File: src/design/dssl_pkg.sv
// constants and types shared by the single-wire debug link files
package dssl_pkg;

  // bit timing, counted in target clock ticks
  localparam logic [4:0] TICKS_PER_BIT    = 5'h10;
  localparam logic [4:0] RX_SAMPLE_TICKS  = 5'h0A;
  localparam logic [4:0] TX1_SPEEDUP_TICK = 5'h07;
  localparam logic [4:0] TX0_LOW_TICKS    = 5'h0D;
  localparam logic [4:0] ACK_LOW_TICKS    = 5'h10;
  localparam logic [5:0] ACK_MIN_GAP      = 6'h20;
  localparam logic [9:0] TIMEOUT_TICKS    = 10'h200;

  // frame layout
  localparam logic [2:0] BYTE_LAST_BIT    = 3'h7;
  localparam logic [4:0] TX_WORD_BITS     = 5'h10;

  // divided target clock when the fast source is not selected
  localparam logic [1:0] TGT_DIV_LAST     = 2'h1;

  // receive buffer shape
  localparam int         RX_FIFO_WIDTH    = 9;
  localparam int         RX_FIFO_DEPTH    = 8;

  // reset values
  localparam logic       PIN_IDLE_LEVEL   = 1'h1;

  typedef enum logic [2:0] {
    ST_IDLE,
    ST_RX,
    ST_TX,
    ST_ACK_LOW,
    ST_ACK_SPEED
  } dssl_state_t;

endpackage : dssl_pkg

File: src/design/dssl_sync.sv
// three-stage pin synchroniser with agreement filter
`timescale 1ns/1ps
module dssl_sync (
  // clock
  input  wire logic sys_clk_in,
  // raw pin
  input  wire logic pin_in,
  // filtered level
  output logic      level_out
);

  logic s1;
  logic s2;
  logic s3;

  // no reset: the level must follow the pin while reset is held
  always_ff @(posedge sys_clk_in) begin
    s1 <= pin_in;
    s2 <= s1;
    s3 <= s2;
  end

  always_ff @(posedge sys_clk_in) begin
    if (s2 == s3) begin
      level_out <= s3;
    end
  end

endmodule : dssl_sync

File: src/design/dssl_fifo.sv
// small valid/ready fifo for received bytes
`timescale 1ns/1ps
module dssl_fifo #(
  parameter int WIDTH = 9,
  parameter int DEPTH = 8
) (
  // clock and reset
  input  wire logic             sys_clk_in,
  input  wire logic             reset_in,
  // fill side
  input  wire logic             in_valid_in,
  output logic                  in_ready_out,
  input  wire logic [WIDTH-1:0] in_data_in,
  // drain side
  output logic                  out_valid_out,
  input  wire logic             out_ready_in,
  output logic [WIDTH-1:0]      out_data_out
);

  localparam int AW = $clog2(DEPTH);

  logic [WIDTH-1:0] mem [DEPTH];
  logic [AW-1:0]    wptr;
  logic [AW-1:0]    rptr;
  logic [AW:0]      count;
  logic             push;
  logic             pop;

  assign in_ready_out  = (count != DEPTH[AW:0]);
  assign out_valid_out = (count != '0);
  assign push          = in_valid_in && in_ready_out;
  assign pop           = out_valid_out && out_ready_in;
  assign out_data_out  = mem[rptr];

  always_ff @(posedge sys_clk_in) begin
    if (push) begin
      mem[wptr] <= in_data_in;
    end
  end

  always_ff @(posedge sys_clk_in) begin
    if (reset_in) begin
      wptr  <= '0;
      rptr  <= '0;
      count <= '0;
    end else begin
      if (push) begin
        wptr <= (wptr == AW'(DEPTH - 1)) ? '0 : wptr + 1'b1;
      end
      if (pop) begin
        rptr <= (rptr == AW'(DEPTH - 1)) ? '0 : rptr + 1'b1;
      end
      count <= count + (AW+1)'(push) - (AW+1)'(pop);
    end
  end

endmodule : dssl_fifo

File: src/design/dssl_link.sv
// single-wire debug link: bit engine, handshake pulse, mode capture
//
// Contract
// - each bit lasts 16 target ticks; values go most significant bit first
// - 512 target ticks without host falling edge abandon transfer, return idle
// - all bit timing counts ticks of the selected target clock
// - line is pulled high; only brief speedup pulses drive it high
// - received bit sampled ten ticks after the recognised falling edge
// - device sending one drives speedup at tick seven; host released before
// - device sending zero holds low thirteen ticks, then speedup pulse
// - handshake pulse: sixteen ticks low, then speedup pulse
// - handshake starts at least 32 ticks after last bit's sixteenth tick
// - handshake has no timeout; waits for command execution indefinitely
// - wait or stop before execution discards command; no handshake, none pending
// - pin is mode select during reset, serial link afterwards
// - device opens handshake with its own falling edge; host keeps off
// - handshake disabled after reset; enable and disable commands switch it
// - frames start with 8-bit opcode, then 16-bit address and/or data
`timescale 1ns/1ps
module dssl_link (
  // clock and reset
  input  wire logic        sys_clk_in,
  input  wire logic        reset_in,
  // target clock choice
  input  wire logic        serial_clock_select_in,
  // debug pin
  input  wire logic        serial_debug_pin_in,
  output logic             serial_debug_pin_out,
  output logic             serial_debug_pin_oe_n_out,
  // mode strap
  output logic             mode_select_out,
  // received bytes toward the command decoder
  output logic [7:0]       rx_byte_out,
  output logic             rx_first_out,
  output logic             rx_valid_out,
  input  wire logic        rx_ready_in,
  output logic             rx_overflow_out,
  // reply word from the command side
  input  wire logic [15:0] tx_word_in,
  input  wire logic        tx_valid_in,
  output logic             tx_ready_out,
  // command execution side
  input  wire logic        cmd_end_in,
  input  wire logic        cmd_done_in,
  input  wire logic        ack_on_in,
  input  wire logic        ack_off_in,
  input  wire logic        cpu_wait_stop_in,
  output logic             ack_enabled_out,
  output logic             cmd_pending_out
);

  dssl_pkg::dssl_state_t state;

  logic        lvl;
  logic        lvl_prev;
  logic        fall;
  logic [1:0]  div;
  logic        tick;
  logic [4:0]  tcnt;
  logic        bit_end;
  logic        samp;
  logic [7:0]  rx_sh;
  logic [2:0]  rx_cnt;
  logic [7:0]  hold;
  logic        hold_first;
  logic        hold_valid;
  logic        fifo_in_ready;
  logic        expect_op;
  logic [15:0] tx_sh;
  logic [4:0]  tx_bits;
  logic [9:0]  tmo_cnt;
  logic        busy;
  logic        timeout;
  logic [5:0]  gap_cnt;
  logic        ack_en;
  logic        cmd_pending;
  logic        ack_due;
  logic        ack_go;
  logic        abort;
  logic        next_oe_n;
  logic        next_pin;

  dssl_sync u_sync (
    .sys_clk_in (sys_clk_in),
    .pin_in     (serial_debug_pin_in),
    .level_out  (lvl)
  );

  // pin level is a strap while reset is held
  always_ff @(posedge sys_clk_in) begin
    if (reset_in) begin
      mode_select_out <= lvl;
    end
  end

  // follows the pin through reset, so a strap held low makes no edge on release
  always_ff @(posedge sys_clk_in) begin
    lvl_prev <= lvl;
  end

  assign fall = lvl_prev && !lvl;

  // target clock: every cycle, or divided
  always_ff @(posedge sys_clk_in) begin
    if (reset_in || div == dssl_pkg::TGT_DIV_LAST) begin
      div <= '0;
    end else begin
      div <= div + 2'h1;
    end
  end

  assign tick = serial_clock_select_in || (div == dssl_pkg::TGT_DIV_LAST);

  assign bit_end = (state == dssl_pkg::ST_RX || state == dssl_pkg::ST_TX) && tick &&
                   (tcnt + 5'h01 == dssl_pkg::TICKS_PER_BIT);
  assign samp    = (state == dssl_pkg::ST_RX) && tick &&
                   (tcnt + 5'h01 == dssl_pkg::RX_SAMPLE_TICKS);
  assign busy    = (state == dssl_pkg::ST_RX) || (state == dssl_pkg::ST_TX) ||
                   (rx_cnt != '0) || (tx_bits != '0);
  assign timeout = busy && tick && !fall &&
                   (tmo_cnt + 10'h001 == dssl_pkg::TIMEOUT_TICKS);
  assign ack_go  = (state == dssl_pkg::ST_IDLE) && !fall && ack_due &&
                   (gap_cnt == dssl_pkg::ACK_MIN_GAP);
  assign abort   = (state == dssl_pkg::ST_IDLE) && fall && ack_due;

  // bit engine
  always_ff @(posedge sys_clk_in) begin
    if (reset_in) begin
      state <= dssl_pkg::ST_IDLE;
      tcnt  <= '0;
    end else begin
      case (state)
        dssl_pkg::ST_IDLE: begin
          tcnt <= '0;
          if (fall && !ack_due) begin
            state <= (tx_bits != '0) ? dssl_pkg::ST_TX : dssl_pkg::ST_RX;
          end else if (ack_go) begin
            state <= dssl_pkg::ST_ACK_LOW;
          end
        end
        dssl_pkg::ST_RX, dssl_pkg::ST_TX: begin
          if (timeout || bit_end) begin
            state <= dssl_pkg::ST_IDLE;
            tcnt  <= '0;
          end else if (tick) begin
            tcnt <= tcnt + 5'h01;
          end
        end
        dssl_pkg::ST_ACK_LOW: begin
          if (tick) begin
            if (tcnt + 5'h01 == dssl_pkg::ACK_LOW_TICKS) begin
              state <= dssl_pkg::ST_ACK_SPEED;
              tcnt  <= '0;
            end else begin
              tcnt <= tcnt + 5'h01;
            end
          end
        end
        dssl_pkg::ST_ACK_SPEED: begin
          if (tick) begin
            state <= dssl_pkg::ST_IDLE;
          end
        end
        default: begin
          state <= dssl_pkg::ST_IDLE;
          tcnt  <= '0;
        end
      endcase
    end
  end

  // inter-edge watchdog, restarted by every host falling edge
  always_ff @(posedge sys_clk_in) begin
    if (reset_in || !busy || fall || timeout) begin
      tmo_cnt <= '0;
    end else if (tick) begin
      tmo_cnt <= tmo_cnt + 10'h001;
    end
  end

  // ticks since the sixteenth tick of the last bit
  always_ff @(posedge sys_clk_in) begin
    if (reset_in) begin
      gap_cnt <= dssl_pkg::ACK_MIN_GAP;
    end else if (bit_end) begin
      gap_cnt <= '0;
    end else if (tick && gap_cnt != dssl_pkg::ACK_MIN_GAP) begin
      gap_cnt <= gap_cnt + 6'h01;
    end
  end

  // receive shifter, first bit lands in the top
  always_ff @(posedge sys_clk_in) begin
    if (reset_in) begin
      rx_sh <= '0;
    end else if (samp) begin
      rx_sh <= {rx_sh[6:0], lvl};
    end
  end

  always_ff @(posedge sys_clk_in) begin
    if (reset_in || timeout) begin
      rx_cnt <= '0;
    end else if (bit_end && state == dssl_pkg::ST_RX) begin
      rx_cnt <= rx_cnt + 3'h1;
    end
  end

  // opcode marker: first byte after reset, a timeout or a finished command
  always_ff @(posedge sys_clk_in) begin
    if (reset_in || timeout || cmd_end_in) begin
      expect_op <= 1'b1;
    end else if (bit_end && state == dssl_pkg::ST_RX && rx_cnt == dssl_pkg::BYTE_LAST_BIT) begin
      expect_op <= 1'b0;
    end
  end

  // holding stage; the host cannot be stalled, so a full buffer loses a byte
  always_ff @(posedge sys_clk_in) begin
    if (reset_in) begin
      hold            <= '0;
      hold_first      <= 1'b0;
      hold_valid      <= 1'b0;
      rx_overflow_out <= 1'b0;
    end else begin
      rx_overflow_out <= 1'b0;
      if (bit_end && state == dssl_pkg::ST_RX && rx_cnt == dssl_pkg::BYTE_LAST_BIT) begin
        if (hold_valid && !fifo_in_ready) begin
          rx_overflow_out <= 1'b1;
        end else begin
          hold       <= rx_sh;
          hold_first <= expect_op;
          hold_valid <= 1'b1;
        end
      end else if (hold_valid && fifo_in_ready) begin
        hold_valid <= 1'b0;
      end
    end
  end

  dssl_fifo #(
    .WIDTH (dssl_pkg::RX_FIFO_WIDTH),
    .DEPTH (dssl_pkg::RX_FIFO_DEPTH)
  ) u_fifo (
    .sys_clk_in    (sys_clk_in),
    .reset_in      (reset_in),
    .in_valid_in   (hold_valid),
    .in_ready_out  (fifo_in_ready),
    .in_data_in    ({hold_first, hold}),
    .out_valid_out (rx_valid_out),
    .out_ready_in  (rx_ready_in),
    .out_data_out  ({rx_first_out, rx_byte_out})
  );

  // transmit shifter, most significant bit leaves first
  assign tx_ready_out = (tx_bits == '0) && (state != dssl_pkg::ST_TX);

  always_ff @(posedge sys_clk_in) begin
    if (reset_in || timeout) begin
      tx_sh   <= '0;
      tx_bits <= '0;
    end else if (tx_valid_in && tx_ready_out) begin
      tx_sh   <= tx_word_in;
      tx_bits <= dssl_pkg::TX_WORD_BITS;
    end else if (bit_end && state == dssl_pkg::ST_TX) begin
      tx_sh   <= {tx_sh[14:0], 1'b0};
      tx_bits <= tx_bits - 5'h01;
    end
  end

  // handshake enable, off after reset
  always_ff @(posedge sys_clk_in) begin
    if (reset_in || ack_off_in) begin
      ack_en <= 1'b0;
    end else if (ack_on_in) begin
      ack_en <= 1'b1;
    end
  end

  // wait or stop discards the command outright
  always_ff @(posedge sys_clk_in) begin
    if (reset_in || cpu_wait_stop_in) begin
      cmd_pending <= 1'b0;
    end else if (cmd_end_in) begin
      cmd_pending <= 1'b1;
    end else if (cmd_done_in || abort) begin
      cmd_pending <= 1'b0;
    end
  end

  // no timeout on the wait; only handshake start, discard or host abort end it
  always_ff @(posedge sys_clk_in) begin
    if (reset_in || cpu_wait_stop_in) begin
      ack_due <= 1'b0;
    end else if (cmd_done_in && cmd_pending && ack_en) begin
      ack_due <= 1'b1;
    end else if (ack_go || abort) begin
      ack_due <= 1'b0;
    end
  end

  // pin drive; high only during speedup pulses
  always_comb begin
    next_oe_n = 1'b1;
    next_pin  = 1'b1;
    case (state)
      dssl_pkg::ST_TX: begin
        if (tx_sh[15]) begin
          if (tcnt == dssl_pkg::TX1_SPEEDUP_TICK) begin
            next_oe_n = 1'b0;
          end
        end else if (tcnt < dssl_pkg::TX0_LOW_TICKS) begin
          next_oe_n = 1'b0;
          next_pin  = 1'b0;
        end else if (tcnt == dssl_pkg::TX0_LOW_TICKS) begin
          next_oe_n = 1'b0;
        end
      end
      dssl_pkg::ST_ACK_LOW: begin
        next_oe_n = 1'b0;
        next_pin  = 1'b0;
      end
      dssl_pkg::ST_ACK_SPEED: begin
        next_oe_n = 1'b0;
      end
      default: begin
        next_oe_n = 1'b1;
        next_pin  = 1'b1;
      end
    endcase
  end

  always_ff @(posedge sys_clk_in) begin
    if (reset_in) begin
      serial_debug_pin_oe_n_out <= 1'b1;
      serial_debug_pin_out      <= dssl_pkg::PIN_IDLE_LEVEL;
    end else begin
      serial_debug_pin_oe_n_out <= next_oe_n;
      serial_debug_pin_out      <= next_pin;
    end
  end

  assign ack_enabled_out = ack_en;
  assign cmd_pending_out = cmd_pending;
endmodule : dssl_link

File: config.mk
export PLATFORM = sky130hd
export DESIGN_NAME = dssl_link
export DESIGN_NICKNAME = d
export VERILOG_FILES = /design/src/design/dssl_pkg.sv /design/src/design/dssl_sync.sv /design/src/design/dssl_fifo.sv /design/src/design/dssl_link.sv
export SDC_FILE = /design/constraint.sdc
export NUM_CORES = 1
export LEC_CHECK = 0
export ABC_AREA = 1
export ABC_CLOCK_PERIOD_IN_PS = 2000
export BUFFER_PORTS_ARGS = -buffer_cell sky130_fd_sc_hd__buf_2
export CAP_MARGIN = 10
export CORE_MARGIN = 2
export CORE_UTILIZATION = 42
export DETAILED_ROUTE_END_ITERATION = 10
export GPL_TIMING_DRIVEN = 0
export PLACE_DENSITY_LB_ADDON = 0.08
export SLEW_MARGIN = 20
export SYNTH_ARGS = -nofsm -noshare
export SYNTH_HDL_FRONTEND = slang
export SYNTH_HIERARCHICAL = 1
export SYNTH_SLANG_ARGS = --single-unit
export TNS_END_PERCENT = 20
File: constraint.sdc
create_clock -name sys_clk_in -period 2 [get_ports sys_clk_in]
set_input_delay 0 -clock sys_clk_in [delete_from_list [all_inputs] [get_ports sys_clk_in]]
set_output_delay 0 -clock sys_clk_in [all_outputs]
set_load 0.02 [all_outputs]
Word level (Yosys, flattened, before mapping)
Memories as Yosys holds them, arrays and structs flattened. A register that Yosys moved wholly into a read port is not among the register bits.
Index checks and enable logic that the tools add are counted.
- memories kept: 1
- bits in registers: 91
- input port bits: 27
- word-level logic and storage cells: 175
- bits in writable memories: 72
- output and inout port bits: 17
- eq/ne operators: 25
- bitwise logic cells: 3
- magnitude comparators: 1
- reduce and logical (&&, ||, !) cells: 64
- mux-type cells: 41
- add/sub/neg operators: 10
- memories (name ; depth ; width ; rd ports ; clocked after Yosys merged registers in ; wr ports ; RTL line ; RTL):
    u_fifo.mem ; 8 ; 9 ; 1 ; 1 ; 1 ; dssl_fifo.sv:22 ; logic [WIDTH-1:0] mem [DEPTH];
- operators by type and width (cell ; count):
    $mux 16 ; 2
    $mux 3 ; 10
    $mux 5 ; 6
    $logic_and 1x1->1 ; 25
    $mux 1 ; 16
    $logic_or 1x1->1 ; 15
    $pmux 5 s3 ; 1
    $eq 3x3->1 const B ; 4
    $mux 6 ; 2
    $pmux 3 s4 ; 1
    $add 10x1->10 const B ; 1
    $eq 10x10->1 const B ; 1
    $eq 5x4->1 const B ; 2
    $ne 2x2->1 const B ; 5
    $reduce_bool 2->1 ; 5
    $reduce_or 2->1 ; 5
    $add 3x1->3 const B ; 3
    $add 6x1->6 const B ; 1
    $eq 3x2->1 const B ; 2
    $eq 6x6->1 const B ; 1
    $ne 3x2->1 const B ; 2
    $ne 6x6->1 const B ; 1
    $add 5x1->5 const B ; 1
    $eq 5x3->1 const B ; 1
    23 further kinds ; 31

Depth between registers and ports, before layout
Gate-level depths: netlist of the first run.
- word-level depth: 10
- gate-level depth with buffers: 15
- gate-level depth less buffers: 15

Modules after synthesis
The synthesis of the first run kept the hierarchy.
- modules (own cells, without submodules) (module ; sequential area each (sq um) ; area an instance (sq um) ; cells an instance ; times used):
    dssl_fifo ; 2422.3 ; 3892.5 ; 402 ; 1
    dssl_link ; 1551.5 ; 3697.3 ; 512 ; 1
    dssl_sync ; 90.1 ; 108.9 ; 9 ; 1

Least setup slack after synthesis of the first run
Ideal clock, no wire load.
- kind: register -> register
- start: register u_fifo.count[2]
- end: register u_fifo.count[2]
- data required time: 1.885 ns
- library setup time: 0.115 ns
- data arrival time: 1.866 ns
- cell stages (with the launch flop): 12
- buffers on the path: 1
- setup slack: 0.019 ns
- period minus slack after synthesis: 1.981 ns
- cells stage by stage: dfxtp_1 inv_1 ha_1 nand2_4 nand2_2 buf_6 ha_1 inv_1 ha_1 fa_1 xnor2_1 nor2_1
- longest elaborated chain between the ends: 4
- elaborated cells between the ends (all ways): 6
- those cells by class: add/sub (2); eq/ne (1); reduce/logical (3)
- RTL lines (element ; RTL line ; RTL):
    start: declaration ; dssl_fifo.sv:25 ; logic [AW:0] count;
    start signal: assignment ; dssl_fifo.sv:53 ; count <= count + (AW+1)'(push) - (AW+1)'(pop);
    $ne 4x4->1 ; dssl_fifo.sv:29 ; assign in_ready_out = (count != DEPTH[AW:0]);
    net fifo_in_ready ; dssl_link.sv:67 ; logic fifo_in_ready;
    $logic_and 1x1->1 ; dssl_fifo.sv:31 ; assign push = in_valid_in && in_ready_out;
    $add 4x1->4 ; dssl_fifo.sv:53 ;
    $sub 4x1->4 ; dssl_fifo.sv:53 ;
The timed path passes the listed nets, and every way through them passes these cells.
A chain may end at the register's enable or synchronous reset.

Worst setup path in the final report of the first run
- start: register u_fifo.count[2]
- end: register u_fifo.count[1]
The elaborated chain is that of the path after synthesis.

==> results.py, run 1 <==
metrics = {
    "outcome": {
        "outcome": "complete, but fails checks",
        "violations": "negative hold slack",
    },
    "grt": {
        "initial_antenna_violation_count": 0,
        "grt_pass1_wl_mm": 28.09,
        "grt_overflow_total": 0,
        "maximum_number_of_pins_on_one_net_before_global_route_repair": 17,
        "vias_in_the_first_global_route": 5606,
        "grt.total_usage": 0.1812,
    },
    "floorplan": {
        "floorplan.io_pins": 44,
        "row_count": 49,
        "die_h_um": 139.4,
        "initial_core_util": 0.4286,
        "placeableCoreArea_um2": 17960,
        "die_w_um": 139.4,
        "design.die.area_um2": 19430,
    },
    "synthesis": {
        "fraction_of_post_synthesis_cell_area_in_the_top_cell_type_by_area": 0.2886,
        "synth_cell_type_count": 38,
        "seq_area_frac_synth": 0.5279,
        "mappedNetlistNets": 975,
        "synth.cell_area_um2": 7699,
        "synth.avg_cell_area_um2": 8.341,
        "yosys_warnings": 6,
        "ys_ff_latch": 166,
        "cell_type_contributing_the_most_total_cell_area_after_synthesis": "sky130_fd_sc_hd__edfxtp_1",
        "number_of_instances_in_the_synthesized_netlist": 923,
        "synth.top_cells.by_area": "sky130_fd_sc_hd__edfxtp_1 29%, sky130_fd_sc_hd__dfxtp_1 24%, sky130_fd_sc_hd__nand2_1 12%",
    },
    "sta": {
        "rsz_0062_raised_after_global_routing": "true",
        "timing.slew.headroom": 0.5149,
        "clock_skew_after_layout_ns": 0.008050,
        "fin_crit_sh": 0.9672,
        "timing.final.crit_period_ns": 1.934,
        "fmax_mhz": 517.0,
        "timing.setup.tns_ns": 0,
        "holdWs_ns": -0.003399,
        "worst_pin_slew_ns": 0.7238,
        "drv_slew": 0,
        "finalHoldViolCount": 1,
        "finalSetupViolations": 0,
    },
    "cts": {
        "clock_tree.buffer_depth": 2,
        "cts.sink_count": 166,
        "worst_setup_hold_path_clk_slew_ns": 0.06,
        "cts_made_buffers": 17,
        "htree_levels": 4,
        "cts-root-buf": "sky130_fd_sc_hd__clkbuf_16",
        "clock_latency_ns": 0.43,
        "tritoncts": "built",
    },
    "route": {
        "drc": 0,
        "detail_route.first_pass.iterations": 5,
        "ant_nets": 0,
        "avgViaCountPerCell": 4.699,
        "via_count": 5977,
        "dr.first_iter.drc_count": 444,
        "routed_wire_length_per_instance_um": 13.26,
        "routed_wirelength_mm": 16.87,
    },
    "cells_and_area": {
        "most_common_cell_after_layout_fill_and_taps_aside": "sky130_fd_sc_hd__nand2_1",
        "antenna_diode_instance_count": 0,
        "fraction_of_layout_cells_with_a_size_suffix_above_1": 0.1611,
        "layout.nets": 1082,
        "layout_common_cells": "246 x sky130_fd_sc_hd__nand2_1, 136 x sky130_fd_sc_hd__inv_1, 87 x sky130_fd_sc_hd__dfxtp_1, 76 x sky130_fd_sc_hd__nand3_1, 74 x sky130_fd_sc_hd__edfxtp_1",
        "layout-area-overhead-vs-synth_pct": 21.79,
        "layout.filler_cells": 1733,
    },
    "critical_path": {
        "timing.critical_path.from_type": "flip-flop",
        "critical_path.max_fanout": 3,
        "worst-setup-path-type": "flip-flop to flip-flop",
        "worst-endpoint-required_ns": 2.37,
        "worst_ep_arrival_time_ns": 2.30,
        "worst_setup_path_end_kind": "flip-flop",
    },
    "power": {
        "power.leakage_nw": 4.101,
        "power.total_w": 0.009776,
        "power_per_cell_area_nw_per_um2": 1043,
        "peak_ir_drop_on_the_vdd_network_v": 0.0006595,
    },
    "job": {
        "cap_viol_max_count": 0,
    },
    "placement": {
        "weighted_congestion_reported_at_the_end_of_routability_driven_placement": 0.8135,
        "place.port_buffers": 43,
        "hpwl_mm": 11.38,
    },
    "worst_hold_path": {
        "holdCritPathClass": "input port to flip-flop",
    },
}
-- per-stage QoR --
stage	setup WS (ns)	hold WS [ns]	std cells	utilization	instance area [µm²]
floorplan	0.01944	0.02772	923	-	7699
global placement	-0.5186	0.1032	1195	0.4565	8200
detailed placement	-0.3221	0.1121	1198	0.4600	8263
CTS	0.001425	0.02395	1262	0.5112	9183
global route	-0.04316	0.04956	1272	0.5220	9376
finish	0.06562	-0.003399	1272	0.5220	9376
-- per-layer routing --
metal  routed length [µm]  track usage  up-vias
li1                     -            -     3185
met5                    0            0        -
met4                  223      0.06061        0
met3                  423      0.03063       15
met1                 8222       0.2434     2704
met2                 8000       0.2985       73
-- layout make-up --
class	instances	area, µm²	area share
tap	229	286.5	0.03056
inverter	150	578.1	0.06165
clock inverter	14	128.9	0.01374
buffer	23	182.7	0.01948
timing repair buffer	89	643.1	0.06859
sequential	166	4075	0.4346
multi-input combinational	583	3053	0.3256
clock buffer	18	429.2	0.04577
-- cells by family after synthesis --
logic type / synth area share
AND/OR/NAND/NOR: 0.2605
buffers and inverters: 0.09638
flip-flops: 0.5279
AO/OA/AOI/OAI: 0.06224
adder cells (fa/ha/maj): 0.04161
XOR/XNOR: 0.01138
-- cell usage after synthesis, drive strengths merged --
master	instances
nand3	80
edfxtp	74
a21oi	50
nand2	256
buf	17
nand4	7
fa	1
nor2	77
dfxtp	92
nand3b	4
a31oi	4
nor3	26
xnor2	1
o21ai	21
nor4	7
inv	148
xor2	9
ha	24
clkbuf	7
o22ai	2
a22oi	8
clkinv	2
a21boi	1
or2	3
a211oi	2
-- path summary, 6_finish.rpt --
kind | from | to | slack [ns] | depth (start not counted)
min | tx_valid_in | tx_sh[9]$_SDFFE_PP0P_ | -0.003 | 4
min reg2reg | u_sync/s1$_DFF_P_ | u_sync/s2$_DFF_P_ | 0.33 | 0
max reg2reg | u_fifo/count[2]$_SDFF_PP0_ | u_fifo/count[1]$_SDFF_PP0_ | 0.07 | 11
max | u_fifo/count[2]$_SDFF_PP0_ | u_fifo/count[1]$_SDFF_PP0_ | 0.07 | 11
-- critical path, cell delays in order, from the launching register on --
cell                      delay, ns
sky130_fd_sc_hd__dfxtp_2       0.32
sky130_fd_sc_hd__inv_2         0.05
sky130_fd_sc_hd__ha_4          0.16
sky130_fd_sc_hd__nand2_4       0.06
sky130_fd_sc_hd__nand2_4       0.05
sky130_fd_sc_hd__buf_8         0.13
sky130_fd_sc_hd__ha_4          0.24
sky130_fd_sc_hd__inv_1         0.03
sky130_fd_sc_hd__ha_2          0.17
sky130_fd_sc_hd__fa_2          0.52
sky130_fd_sc_hd__inv_1         0.05
sky130_fd_sc_hd__nor2_2        0.08
-- state kept, by name, summed over array words and instances, names as in the netlist, 2 cells and up, named ones only --
signal / cells
state: 3
tx_sh: 16
rx_cnt: 3
gap_cnt: 6
tmo_cnt: 10
u_fifo/mem: 72
hold: 8
tx_bits: 5
div: 2
u_fifo/wptr: 3
u_fifo/count: 4
rx_sh: 8
tcnt: 5
u_fifo/rptr: 3
-- timing repair --
action	CTS	global route
endpoints found under the hold margin	32	0
gates cloned	0	1
hold buffers	26	0
pin swaps	5	13
endpoints found under the setup margin	53	91
buffers inserted	6	10
gates resized for setup	15	26
-- power by group --
group | internal [W] | switching, W
Clock | 0.00172 | 0.00138
Combinational | 0.00100 | 0.00174
Sequential | 0.00375 | 0.000177
Note: power is estimated with default switching activity, not from simulation.
==> run 2: changes to the inputs <==
Settings changed: CORE_UTILIZATION 42 to 55.
==> run 2 against run 1 <==
The run now ends clean. First-iteration DRC count down 6.1%. Register-to-register slack worse by 0.02 ns. Final cell count down 3.5%. Sequential power about the same. Highest routed layer unchanged.
==> results.py, run 2 (synthesized netlist as in run 1, its figures left out) <==
metrics = {
    "outcome": {
        "outcome": "finished, final reports clean",
    },
    "cts": {
        "clock_tree.buffer_depth": 2,
        "cts.sink_count": 166,
        "worst_setup_hold_path_clk_slew_ns": 0.06,
        "cts-root-buf": "sky130_fd_sc_hd__clkbuf_16",
        "tritoncts": "built",
        "cts_made_buffers": 17,
        "clock_latency_ns": 0.42,
        "htree_levels": 4,
    },
    "cells_and_area": {
        "largest_reg_flops": 72,
        "layout-area-overhead-vs-synth_pct": 21.73,
        "antenna_diode_instance_count": 0,
        "fraction_of_layout_cells_with_a_size_suffix_above_1": 0.1698,
        "largest_register": "u_fifo/mem",
        "most_common_cell_after_layout_fill_and_taps_aside": "sky130_fd_sc_hd__nand2_1",
        "largestRegisters": "u_fifo/mem (72), tx_sh (16), tmo_cnt (10)",
        "layout_common_cells": "244 x sky130_fd_sc_hd__nand2_1, 136 x sky130_fd_sc_hd__inv_1, 86 x sky130_fd_sc_hd__dfxtp_1, 74 x sky130_fd_sc_hd__nand3_1, 74 x sky130_fd_sc_hd__edfxtp_1",
        "final_area_um2": 9371,
        "layout.nets": 1087,
        "fin_cells": 1228,
    },
    "critical_path": {
        "crit_path_top_delay_cell": "sky130_fd_sc_hd__fa_2",
        "cpLargestDelayFamily": "adder cells",
        "worst_ep_arrival_time_ns": 2.32,
        "critical-path-top-cell-by-count": "sky130_fd_sc_hd__inv_1",
        "worst-endpoint-required_ns": 2.36,
        "worst-setup-path-type": "flip-flop to flip-flop",
        "timing.critical_path.from_type": "flip-flop",
        "r2r_start": "u_fifo/count[2]$_SDFF_PP0_",
        "cell_by_cell_listing_of_the_critical_path": "inv_2 > ha_2 > nand2_4 > nand2_2 > buf_8 > ha_1 > inv_1 > ha_4 > fa_2 > inv_1 > nor2_1",
        "critPathBufInv": 4,
        "slowest_delay_ns": 0.52,
        "worst_setup_path_end_kind": "flip-flop",
        "timing.critical_path.from": "u_fifo/count[2]$_SDFF_PP0_",
        "critical_path.max_fanout": 5,
    },
    "sta": {
        "worst_path_setup_slack_after_routing_ns": 0.04304,
        "fmax_mhz": 511.0,
        "finalHoldViolCount": 0,
        "fin_crit_sh": 0.9785,
        "clock_skew_after_layout_ns": 0.007645,
        "holdWs_ns": 0.02219,
        "drv_slew": 0,
        "finalSetupViolations": 0,
        "rsz_0062_raised_after_global_routing": "true",
        "timing.slew.headroom": 0.4367,
        "timing.final.crit_period_ns": 1.957,
        "worst_pin_slew_ns": 0.8404,
    },
    "grt": {
        "grt_overflow_total": 0,
        "vias_in_the_first_global_route": 5542,
        "initial_antenna_violation_count": 0,
        "grt.total_usage": 0.2316,
        "maximum_number_of_pins_on_one_net_before_global_route_repair": 17,
        "grt_pass1_wl_mm": 26.59,
    },
    "power": {
        "power.total_w": 0.009579,
        "power_per_cell_area_nw_per_um2": 1022,
        "peak_ir_drop_on_the_vdd_network_v": 0.0005717,
        "power.leakage_nw": 4.097,
    },
    "floorplan": {
        "floorplan.io_pins": 44,
        "design.die.area_um2": 14960,
        "initial_core_util": 0.5590,
        "placeableCoreArea_um2": 13770,
        "die_w_um": 122.3,
        "die_h_um": 122.3,
        "row_count": 43,
    },
    "placement": {
        "weighted_congestion_reported_at_the_end_of_routability_driven_placement": 0.8681,
        "placed_cells": 1147,
        "hpwl_mm": 10.76,
        "placement.cell_area_um2": 8187,
        "post-place-ws_ns": -0.2912,
        "place.port_buffers": 43,
    },
    "route": {
        "dr.first_iter.drc_count": 417,
        "drc": 0,
        "routed_wirelength_mm": 16.79,
        "routed_wire_length_per_instance_um": 13.68,
        "avgViaCountPerCell": 5.055,
        "detail_route.first_pass.iterations": 5,
        "ant_nets": 0,
        "via_count": 6208,
    },
    "job": {
        "cap_viol_max_count": 0,
    },
    "worst_hold_path": {
        "holdCritPathClass": "input port to flip-flop",
        "hold_start": "tx_valid_in",
    },
}
run 2: worst min-delay path, delay by kind of cell:
family          cells  cell delay [ns]
buf+inv             1             0.08
simple gates        2             0.25
compound gates      1             0.07
run 2: where the power goes:
part	internal [W]	switching (W)	total, W	leakage, nW
logic	0.00102	0.00176	0.00278	2.31
clock network	0.00163	0.00123	0.00286	0.238
registers	0.00376	0.000176	0.00393	1.55
total	0.00641	0.00317	0.00958	4.10
run 2: final cells by class:
type / instances / area, µm²
inverter: 150 / 585.6
tap: 180 / 225.2
multi-input combinational: 585 / 3110
clock inverter: 9 / 53.80
clock buffer: 23 / 467.9
timing repair buffer: 91 / 661.9
buffer: 24 / 190.2
sequential: 166 / 4076
fill: 1104 / 4402
run 2: per-layer routing:
| metal | global-route usage | vias up | wire, µm |
|---|---|---|---|
| met5 | 0 | - | 0 |
| met3 | 0.04414 | 33 | 692 |
| li1 | - | 3208 | - |
| met4 | 0.1049 | 0 | 496 |
| met1 | 0.2894 | 2803 | 7320 |
| met2 | 0.3896 | 164 | 8283 |
run 2: worst paths after layout:
| check | depth (start not counted) | slack, ns | endpoint |
|---|---|---|---|
| worst min-delay path | 4 | 0.02 | tx_sh[9]$_SDFFE_PP0P_ |
| worst max-delay path | 11 | 0.04 | u_fifo/count[1]$_SDFF_PP0_ |
| worst min register to register | 0 | 0.33 | u_sync/s2$_DFF_P_ |
| worst max register to register | 11 | 0.04 | u_fifo/count[1]$_SDFF_PP0_ |
run 2: through the flow:
stage               TNS (ns)    util
floorplan                  0       -
global placement      -30.95  0.5909
detailed placement    -6.330  0.5944
CTS                        0  0.6582
global route         -0.8398  0.6804
finish                     0  0.6804
run 2: what timing repair did:
| action | in CTS | in global routing |
|---|---|---|
| pin swaps | 4 | 14 |
| hold buffers | 26 | 0 |
| buffers inserted | 5 | 15 |
| gates resized for setup | 16 | 45 |
| hold endpoints to repair | 32 | 0 |
| cloned | 0 | 3 |
| setup endpoints to repair | 44 | 94 |
